**config.mk**
```make
export PLATFORM = sky130hd
export DESIGN_NAME = ldclo_core
export DESIGN_NICKNAME = d
export VERILOG_FILES = /design/src/hdl/ldclo_pkg.sv /design/src/hdl/ldclo_seg_if.sv /design/src/hdl/ldclo_seg_conv.sv /design/src/hdl/ldclo_core.sv
export SDC_FILE = /design/constraint.sdc
export NUM_CORES = 1
export LEC_CHECK = 0
export BUFFER_PORTS_ARGS = -buffer_cell sky130_fd_sc_hd__buf_2
export CORE_ASPECT_RATIO = 1.75
export CORE_MARGIN = 4
export CORE_UTILIZATION = 45
export CTS_BUF_LIST = sky130_fd_sc_hd__clkbuf_8
export DETAILED_ROUTE_END_ITERATION = 8
export GPL_TIMING_DRIVEN = 0
export PLACE_DENSITY_LB_ADDON = 0.05
export SLEW_MARGIN = 40
export SYNTH_ARGS = -nofsm -noshare
export SYNTH_HDL_FRONTEND = slang
export SYNTH_SLANG_ARGS = --single-unit
```
**constraint.sdc**
```tcl
create_clock -name mclk -period 3.1 [get_ports mclk]
set_clock_uncertainty 0.1 [all_clocks]
set_input_delay 0.31 -clock mclk [delete_from_list [all_inputs] [get_ports mclk]]
set_output_delay 0.31 -clock mclk [all_outputs]
set_load 0.005 [all_outputs]
```
**src/hdl/ldclo_pkg.sv**
```systemverilog
package ldclo_pkg;
	localparam int ACC_W      = 24;
	localparam int DIGITS     = 6;
	localparam int SEG_W      = 8;
	localparam int DISP_W     = 24;
	// opcode selector
	typedef enum logic [2:0] {
		LDCLO_OP_NONE,
		LDCLO_OP_NOP,
		LDCLO_OP_NOR,
		LDCLO_OP_D2S,
		LDCLO_OP_D2S_ACC,
		LDCLO_OP_REFRESH
	} ldclo_op_t;
	// accumulator indices
	localparam logic [1:0] ACC_X = 2'h0;
	localparam logic [1:0] ACC_Y = 2'h1;
	localparam logic [1:0] ACC_Z = 2'h2;
	localparam logic [1:0] ACC_R = 2'h3;
	// cycle counts
	localparam logic [2:0] CYC_NOP     = 3'h1;
	localparam logic [2:0] CYC_NOR_ACC = 3'h3;
	localparam logic [2:0] CYC_NOR_IMM = 3'h6;
	localparam logic [2:0] CYC_D2S     = 3'h3;
	localparam logic [2:0] CYC_REFRESH = 3'h3;
	// byte lengths
	localparam logic [2:0] LEN_NOP     = 3'h1;
	localparam logic [2:0] LEN_NOR_ACC = 3'h2;
	localparam logic [2:0] LEN_NOR_IMM = 3'h5;
	localparam logic [2:0] LEN_D2S     = 3'h3;
	localparam logic [2:0] LEN_REFRESH = 3'h2;
	// decimal point position limits
	localparam logic [2:0] DP_MIN = 3'h1;
	localparam logic [2:0] DP_MAX = 3'h6;
	// segment register fields (reg61 = digits 0..2, reg62 = digits 3..5)
	localparam int SEG_DP_BIT = 7;
	localparam logic [SEG_W-1:0] SEG_BLANK = 8'h00;
endpackage

```
**src/hdl/ldclo_seg_if.sv**
```systemverilog
`timescale 1ns/1ps
`default_nettype none
interface ldclo_seg_if;
	logic [23:0] value;
	logic [2:0]  dp_pos;
	logic [47:0] segs;
	modport conv (input value, input dp_pos, output segs);
	modport user (output value, output dp_pos, input segs);
endinterface
`default_nettype wire

```
**src/hdl/ldclo_seg_conv.sv**
```systemverilog
`timescale 1ns/1ps
`default_nettype none
module ldclo_seg_conv (
	// conversion port
	ldclo_seg_if.conv cv
);
	function automatic logic [6:0] ldclo_enc(input logic [3:0] d);
		case (d)
			4'h0: ldclo_enc = 7'h3F;
			4'h1: ldclo_enc = 7'h06;
			4'h2: ldclo_enc = 7'h5B;
			4'h3: ldclo_enc = 7'h4F;
			4'h4: ldclo_enc = 7'h66;
			4'h5: ldclo_enc = 7'h6D;
			4'h6: ldclo_enc = 7'h7D;
			4'h7: ldclo_enc = 7'h07;
			4'h8: ldclo_enc = 7'h7F;
			4'h9: ldclo_enc = 7'h6F;
			default: ldclo_enc = 7'h40;
		endcase
	endfunction

	// digit i blanked when it and all higher digits are zero and it sits left of the point
	logic [ldclo_pkg::DIGITS:0] lead_zero;
	assign lead_zero[ldclo_pkg::DIGITS] = 1'b1;
	genvar i;
	generate
		for (i = 0; i < ldclo_pkg::DIGITS; i++) begin : g_dig
			logic [3:0] d;
			logic       is_dp;
			logic       blank;
			assign d     = cv.value[4*i +: 4];
			assign is_dp = (cv.dp_pos == 3'(i + 1));
			assign lead_zero[i] = lead_zero[i+1] && (d == 4'h0) && (3'(i + 1) > cv.dp_pos);
			assign blank = lead_zero[i];
			assign cv.segs[ldclo_pkg::SEG_W*i +: ldclo_pkg::SEG_W] =
				blank ? ldclo_pkg::SEG_BLANK : {is_dp, ldclo_enc(d)};
		end
	endgenerate
endmodule
`default_nettype wire

```
**src/hdl/ldclo_core.sv**
```systemverilog
`timescale 1ns/1ps
`default_nettype none
// Overview of operation
// - digit conversion turns six BCD digits of source accumulator into segment patterns
// - decimal point placed at digit position given by operand 1 to 6
// - leading zeros left of the decimal point are blanked
// - conversion result written straight into segment registers 61 and 62
// - refresh opcode copies registers 61 to 63 to the display driver
// - nop is one byte, one cycle, changes nothing
// - nor stores bitwise nor into first operand and updates sign and zero flags
// - nor destination is x,y,z,r; source is accumulator or immediate
// - nor with two accumulators is 2 bytes, 3 cycles
// - nor with immediate is 5 bytes, 6 cycles
module ldclo_core (
	// clock and reset
	input  wire logic        mclk,
	input  wire logic        resetn,
	// command
	input  wire logic        cmd_valid,
	input  wire logic [2:0]  cmd_op,
	input  wire logic [1:0]  cmd_dst,
	input  wire logic [1:0]  cmd_src,
	input  wire logic        cmd_imm_sel,
	input  wire logic [23:0] cmd_imm,
	input  wire logic [2:0]  cmd_dp_pos,
	input  wire logic [23:0] reg63_wdata,
	input  wire logic        reg63_we,
	// status
	output logic             busy,
	output logic             done,
	output logic [2:0]       instr_len,
	// accumulators and flags
	output logic [23:0]      acc_x,
	output logic [23:0]      acc_y,
	output logic [23:0]      acc_z,
	output logic [23:0]      acc_r,
	output logic             flag_sign,
	output logic             flag_zero,
	// segment registers and display
	output logic [23:0]      seg61,
	output logic [23:0]      seg62,
	output logic [23:0]      seg63,
	output logic [71:0]      disp_data,
	output logic             disp_load
);
	typedef enum logic [1:0] {ST_IDLE, ST_RUN, ST_DONE} ldclo_state_t;

	ldclo_state_t        st_r;
	ldclo_pkg::ldclo_op_t op_r;
	logic [2:0]          cnt_r;
	logic [1:0]          dst_r;
	logic [23:0]         opb_r;
	logic [2:0]          dp_r;
	logic [23:0]         acc_a  [4];
	logic [23:0]         nor_res;
	logic [23:0]         src_val;
	logic [23:0]         conv_src;
	logic [2:0]          cyc_need;
	logic [2:0]          len_need;
	logic                finish;

	ldclo_seg_if seg_bus ();
	ldclo_seg_conv u_conv (.cv(seg_bus.conv));

	assign acc_a[0] = acc_x;
	assign acc_a[1] = acc_y;
	assign acc_a[2] = acc_z;
	assign acc_a[3] = acc_r;
	assign src_val  = cmd_imm_sel ? cmd_imm : acc_a[cmd_src];
	// plain conversion always uses x; variant uses x or y
	assign conv_src = (cmd_op == ldclo_pkg::LDCLO_OP_D2S_ACC && cmd_src == ldclo_pkg::ACC_Y)
		? acc_y : acc_x;
	assign nor_res  = ~(acc_a[dst_r] | opb_r);
	assign seg_bus.value  = opb_r;
	assign seg_bus.dp_pos = dp_r;
	assign finish = (st_r == ST_RUN) && (cnt_r == 3'h1);

	// ----------------------------------------
	// cycle and length per opcode
	// ----------------------------------------
	always_comb begin
		cyc_need = ldclo_pkg::CYC_NOP;
		len_need = ldclo_pkg::LEN_NOP;
		case (ldclo_pkg::ldclo_op_t'(cmd_op))
			ldclo_pkg::LDCLO_OP_NOP: begin
				cyc_need = ldclo_pkg::CYC_NOP;
				len_need = ldclo_pkg::LEN_NOP;
			end
			ldclo_pkg::LDCLO_OP_NOR: begin
				cyc_need = cmd_imm_sel ? ldclo_pkg::CYC_NOR_IMM : ldclo_pkg::CYC_NOR_ACC;
				len_need = cmd_imm_sel ? ldclo_pkg::LEN_NOR_IMM : ldclo_pkg::LEN_NOR_ACC;
			end
			ldclo_pkg::LDCLO_OP_D2S, ldclo_pkg::LDCLO_OP_D2S_ACC: begin
				cyc_need = ldclo_pkg::CYC_D2S;
				len_need = ldclo_pkg::LEN_D2S;
			end
			ldclo_pkg::LDCLO_OP_REFRESH: begin
				cyc_need = ldclo_pkg::CYC_REFRESH;
				len_need = ldclo_pkg::LEN_REFRESH;
			end
			default: begin
				cyc_need = ldclo_pkg::CYC_NOP;
				len_need = ldclo_pkg::LEN_NOP;
			end
		endcase
	end

	// ----------------------------------------
	// sequencer
	// ----------------------------------------
	always_ff @(posedge mclk) begin
		if (!resetn) begin
			st_r      <= ST_IDLE;
			op_r      <= ldclo_pkg::LDCLO_OP_NONE;
			cnt_r     <= 3'h0;
			dst_r     <= 2'h0;
			opb_r     <= 24'h000000;
			dp_r      <= 3'h1;
			busy      <= 1'b0;
			done      <= 1'b0;
			instr_len <= 3'h0;
		end else begin
			done <= 1'b0;
			case (st_r)
				ST_IDLE: begin
					if (cmd_valid) begin
						op_r      <= ldclo_pkg::ldclo_op_t'(cmd_op);
						cnt_r     <= cyc_need;
						dst_r     <= cmd_dst;
						dp_r      <= (cmd_dp_pos < ldclo_pkg::DP_MIN) ? ldclo_pkg::DP_MIN :
							(cmd_dp_pos > ldclo_pkg::DP_MAX) ? ldclo_pkg::DP_MAX : cmd_dp_pos;
						opb_r     <= (cmd_op == ldclo_pkg::LDCLO_OP_NOR) ? src_val : conv_src;
						instr_len <= len_need;
						busy      <= 1'b1;
						st_r      <= ST_RUN;
					end
				end
				ST_RUN: begin
					cnt_r <= cnt_r - 3'h1;
					if (finish) begin
						busy <= 1'b0;
						done <= 1'b1;
						st_r <= ST_IDLE;
					end
				end
				default: st_r <= ST_IDLE;
			endcase
		end
	end

	// ----------------------------------------
	// accumulators and flags
	// ----------------------------------------
	always_ff @(posedge mclk) begin
		if (!resetn) begin
			acc_x     <= 24'h000000;
			acc_y     <= 24'h000000;
			acc_z     <= 24'h000000;
			acc_r     <= 24'h000000;
			flag_sign <= 1'b0;
			flag_zero <= 1'b0;
		end else if (finish && op_r == ldclo_pkg::LDCLO_OP_NOR) begin
			case (dst_r)
				ldclo_pkg::ACC_X: acc_x <= nor_res;
				ldclo_pkg::ACC_Y: acc_y <= nor_res;
				ldclo_pkg::ACC_Z: acc_z <= nor_res;
				default:          acc_r <= nor_res;
			endcase
			flag_sign <= nor_res[ldclo_pkg::ACC_W-1];
			flag_zero <= (nor_res == 24'h000000);
		end
	end

	// ----------------------------------------
	// segment registers and display load
	// ----------------------------------------
	always_ff @(posedge mclk) begin
		if (!resetn) begin
			seg61     <= 24'h000000;
			seg62     <= 24'h000000;
			seg63     <= 24'h000000;
			disp_data <= 72'h0;
			disp_load <= 1'b0;
		end else begin
			disp_load <= 1'b0;
			if (reg63_we) begin
				seg63 <= reg63_wdata;
			end
			if (finish && (op_r == ldclo_pkg::LDCLO_OP_D2S || op_r == ldclo_pkg::LDCLO_OP_D2S_ACC)) begin
				seg61 <= seg_bus.segs[23:0];
				seg62 <= seg_bus.segs[47:24];
			end
			if (finish && op_r == ldclo_pkg::LDCLO_OP_REFRESH) begin
				disp_data <= {seg63, seg62, seg61};
				disp_load <= 1'b1;
			end
		end
	end

	// ----------------------------------------
	// checks
	// ----------------------------------------
	chk_nop_one_cycle: assert property (@(posedge mclk) disable iff (!resetn)
		(st_r == ST_IDLE && cmd_valid && cmd_op == ldclo_pkg::LDCLO_OP_NOP)
		|=> ##1 (done && $stable(acc_x) && $stable(acc_y) && $stable(flag_zero)))
		else $error("nop did not finish in one cycle");
	chk_nor_acc_time: assert property (@(posedge mclk) disable iff (!resetn)
		(st_r == ST_IDLE && cmd_valid && cmd_op == ldclo_pkg::LDCLO_OP_NOR && !cmd_imm_sel)
		|=> !done [*3] ##1 done)
		else $error("nor with accumulator not 3 cycles");
	chk_nor_imm_time: assert property (@(posedge mclk) disable iff (!resetn)
		(st_r == ST_IDLE && cmd_valid && cmd_op == ldclo_pkg::LDCLO_OP_NOR && cmd_imm_sel)
		|=> !done [*6] ##1 done)
		else $error("nor with immediate not 6 cycles");
	chk_nor_len: assert property (@(posedge mclk) disable iff (!resetn)
		(st_r == ST_IDLE && cmd_valid && cmd_op == ldclo_pkg::LDCLO_OP_NOR)
		|=> instr_len == ($past(cmd_imm_sel) ? ldclo_pkg::LEN_NOR_IMM : ldclo_pkg::LEN_NOR_ACC))
		else $error("nor length wrong");
	chk_nor_zero_flag: assert property (@(posedge mclk) disable iff (!resetn)
		(finish && op_r == ldclo_pkg::LDCLO_OP_NOR)
		|=> flag_zero == ($past(nor_res) == 24'h000000) && flag_sign == $past(nor_res[23]))
		else $error("nor flags wrong");
	chk_nor_value: assert property (@(posedge mclk) disable iff (!resetn)
		(finish && op_r == ldclo_pkg::LDCLO_OP_NOR && dst_r == ldclo_pkg::ACC_Z)
		|=> acc_z == ~($past(acc_z) | $past(opb_r)))
		else $error("nor result wrong");
	chk_seg_write: assert property (@(posedge mclk) disable iff (!resetn)
		(finish && op_r == ldclo_pkg::LDCLO_OP_D2S) |=> {seg62, seg61} == $past(seg_bus.segs))
		else $error("segment registers not written");
	chk_refresh_copy: assert property (@(posedge mclk) disable iff (!resetn)
		(finish && op_r == ldclo_pkg::LDCLO_OP_REFRESH && !reg63_we) |=> disp_load && disp_data == {seg63, seg62, seg61})
		else $error("display refresh wrong");
	chk_lead_blank: assert property (@(posedge mclk) disable iff (!resetn)
		(st_r == ST_RUN && opb_r[23:20] == 4'h0 && dp_r < 3'h6) |-> seg_bus.segs[47:40] == 8'h00)
		else $error("leading zero shown");
endmodule
`default_nettype wire

```
==> impl.org <==
** STA
- Setup violations remaining at the end of the flow were counted as 0.
- Adding up every negative setup slack in the final design gives 0 ns.
- Timing would allow up to 0.3262 GHz.
- After layout, the worst path uses 98.90% of the clock period.
- Hold violation count in the final report :: 0
- In this run the tightest slew margin relative to its limit is 40.65%.
- Setup repair after global routing missed its margin :: true
- The worst path needs 3.066 ns of the cycle, external delays included.
- The number of pins with negative max-slew slack in the final report came to 0.
- At the pin with the least slew margin, the transition time is 0.8903 ns.

** Finish
- Post-layout util :: 56.66%
- Excluding fillers, the count of instances in the completed layout stands at 2484.
- Final nets :: 2151
- Compared with the post-synthesis result, the final layout area differs by 24.02%.
- Post-route standard cell area excluding fillers :: 17920 µm²
- Fillers :: 2996
- The post-route netlist has 24.33% of its cells at a drive strength greater than 1.
- Number of inserted diodes :: 0

** Worst setup path
- At the worst endpoint, the required time is 3.52 ns.
- Along the worst path, the maximum fanout reaches 10.
- Data arrives at the worst endpoint at 3.48 ns.
- Type of the setup path with the least slack :: reg -> reg
- Crit start category :: register
- Kind of end point of the critical path :: register
- The startpoint identified for the worst register-to-register timing path is busy$_SDFFE_PN0P_.
- Origin of the worst setup path :: busy$_SDFFE_PN0P_
- Flop2flop setup slack :: 0.03 ns
- The number of cells on the worst reg-to-reg path is 11.

** Power
- For this design the ratio of total power to cell area is 495.8 nW/µm².
- The worst-case IR drop observed on VDD is 401.0 µV.
- For this design the static power due to leakage is 7.693 nW.
- Power, Total :: 8.887 mW

** Synth
- Post-Synthesis Net Count :: 1766
- dfxtp_1 takes more of the synthesized area than any other cell.
- Fraction of registers with async set or reset after synthesis :: 0%
- Top cell type's share of synthesized area :: 45.02%
- The synthesized netlist contains 64 unique library cells.
- Sequential elements use 45.02% of the synthesized area.
- Syn Area/Cell :: 8.680 µm²
- Ranked by total cell area, the synthesized netlist is headed by dfxtp_1 45%, nand2_1 8.1%, a21oi_1 7.0%, mux4_2 5.9%, nor2_1 4.5%.
- Cell area after synthesis :: 14450 µm²
- Synthesis produced a netlist whose cell count is 1665.
- Register bit total from synthesis :: 325
- In this run, synthesis inferred 0 flip-flops with an integrated enable.
- Predominant post-synthesis flop cell :: dfxtp_1
- The Yosys step of the flow raised 0 warnings.

** GRT
- Antenna violations before repair :: 0
- First-pass GRT wire length :: 81230 µm
- Largest net degree at the start of global routing :: 13
- Grt total ovfl :: 0
- GR Util All Layers :: 30.02%
- Vias in the first global route :: 13800

** Drt
- The detailed router placed 14030 vias in this run.
- Detail Route Antenna Nets :: 0
- TritonRoute pass-1 iters :: 5
- In the routed design, unresolved DRC markers number 0.
- Routed len/inst :: 21.96 µm
- The detailed router finished its first iteration with 928 violations.
- In the routed layout, each cell is associated on average with a via count of 5.649.
- Routed wire length :: 54540 µm

** Clock tree
- For this design, the sink count on the clock tree is 325.
- Clock tree synthesis inserted a total of 48 buffers.
- Clock-pin slew was measured on the worst setup and hold paths at 0.07 ns.
- Root buffer cell :: clkbuf_8
- No sink is reached through more buffers than the 3 on the longest clock path.
- TritonCTS clock tree :: yes
- Total number of H-tree levels :: 2
- Skew-Pair Late Insertion Delay :: 0.60 ns
- Setup repair bufs after CTS :: 0

** Placement
- Detailed placement ended at an HPWL of 43090 µm.
- The number of placed instances, taps included, is 2366.
- Final weighted congestion in routability-driven placement :: 0.9693
- Placed cell areas :: 16490 µm²
- Total of buffers placed on input and output ports :: 305

** Min path
- Destination of the worst hold path :: instr_len[1]$_SDFFE_PN0P_
- Class of the worst hold path :: in -> reg
- In this run the most critical hold path is launched from cmd_op[2].
- Worst hold path stage count :: 3

** Floorplanning
- The die is 245.1 µm tall.
- The die covers 35160 µm².
- For this design the top-level I/O count stands at 311.
- After floorplanning, the core was divided into 86 placement rows.
- In this run the standard cell core region covers 31640 µm².
- From left edge to right edge, the die measures 143.5 µm.
- Once the floorplan was initialized, standard cells occupied 45.69% of the core.

** Flow run
- Max-cap violations in this run came to 0.

** Status
- The run finished with clean final reports.
## synthesized netlist by cell type (5+ instances only)
cell type,n
nand3b_1,6
o221a_2,7
or3_1,10
o21a_1,5
o31ai_1,12
or2_2,10
a31oi_1,18
o21ai_0,29
nor3_1,24
inv_1,43
nand4_1,9
mux2_2,14
buf_1,6
o221ai_1,13
a21o_1,15
clkbuf_1,97
a22oi_1,28
dfxtp_1,325
nor4_1,6
mux4_2,38
buf_2,17
nand2_1,313
a211oi_1,40
o2bb2ai_1,6
a211o_1,6
and3_1,6
a21oi_1,202
o22ai_1,9
o21bai_1,11
nand3_1,26
ha_1,38
mux2i_1,42
nor2_1,175
## what timing repair did
| item | in CTS | in global routing |
|---|---|---|
| gates cloned | 0 | 0 |
| setup endpoints to repair | 38 | 36 |
| resized for setup | 13 | 12 |
| endpoints found under the hold margin | 32 | 0 |
| hold buffers | 31 | 0 |
## cells in the final DEF, fill, tap and decap left out, types with 13 or more instances in the layout
cell,count
mux4_2,38
nor2_1,175
o221ai_1,13
a211oi_1,40
nand2_1,313
clkbuf_8,63
a21o_1,15
dlygate4sd3_1,31
mux2_2,14
nand3_1,26
a21oi_1,201
ha_1,38
o21ai_0,28
inv_1,52
nor3_1,23
clkbuf_1,87
a22oi_1,28
buf_2,324
mux2i_1,42
dfxtp_1,325
a31oi_1,18
## logic make-up (layout without fill, tap and decap cells)
group	after synthesis	in the layout	share of synthesized area, %
multiplexers	94	94	9.921
adder cells (fa/ha/maj)	39	39	3.359
flip-flops	325	325	45.02
AND/OR/NAND/NOR	618	618	18.30
buffers and inverters	170	593	4.735
AO/OA/AOI/OAI	419	419	18.67
## through the flow
step                      hold WS [ns]  setup slack [ns]
after floorplan                 0.3335            0.1637
after global placement          0.3404           -0.8793
after detailed placement        0.3446           -0.7126
after CTS                      0.01023           0.09948
after global routing           0.06318          -0.01642
final                          0.04148           0.03404
## per-layer routing
layer / GRT usage, % / routed length, µm / up-vias
met5: 0 / 0 / -
met4: 17.63 / 3569 / 0
met2: 55.15 / 28170 / 649
met3: 4.854 / 3709 / 185
li1: - / - / 6617
met1: 31.51 / 19080 / 6581
## how the worst max path moves through the flow
stage	end	slack [ns]
after global routing	acc_y[16]$_SDFFE_PN0P_	-0.02
after floorplan	register	0.16
after detailed placement	register	-0.71
after global placement	register	-0.88
final	register	0.03
after CTS	acc_x[16]$_SDFFE_PN0P_	0.1
## power by group
group	switching [mW]	internal, mW	total, mW
clock	1.72	2.08	3.81
sequential	0.0562	4.26	4.32
combinational	0.489	0.274	0.762
total	2.27	6.62	8.89
## worst max-delay path, cell delays in order, from the launching register on
cell and delay, ns:
dfxtp_1 0.32, clkbuf_2 0.20, nor2b_4 0.34, buf_4 0.31, o221a_2 0.21, nand2_1 0.20
a21o_1 0.31, ha_1 0.24, nor2b_1 0.13, a311o_1 0.39, a21o_1 0.17, nand2_1 0.07
## cell type report
class / instances / area, µm² / share of cell area [%]
inverters: 46 / 175.2 / 0.9772
plain buffers: 123 / 519.2 / 2.897
flip-flops and latches: 325 / 6506 / 36.30
well taps: 396 / 495.5 / 2.764
multi-input cells: 1170 / 7327 / 40.88
clock buffers: 63 / 867.1 / 4.837
repair buffers: 336 / 1837 / 10.25
clock inverters: 25 / 197.7 / 1.103
(Power assumes the default switching activity.)
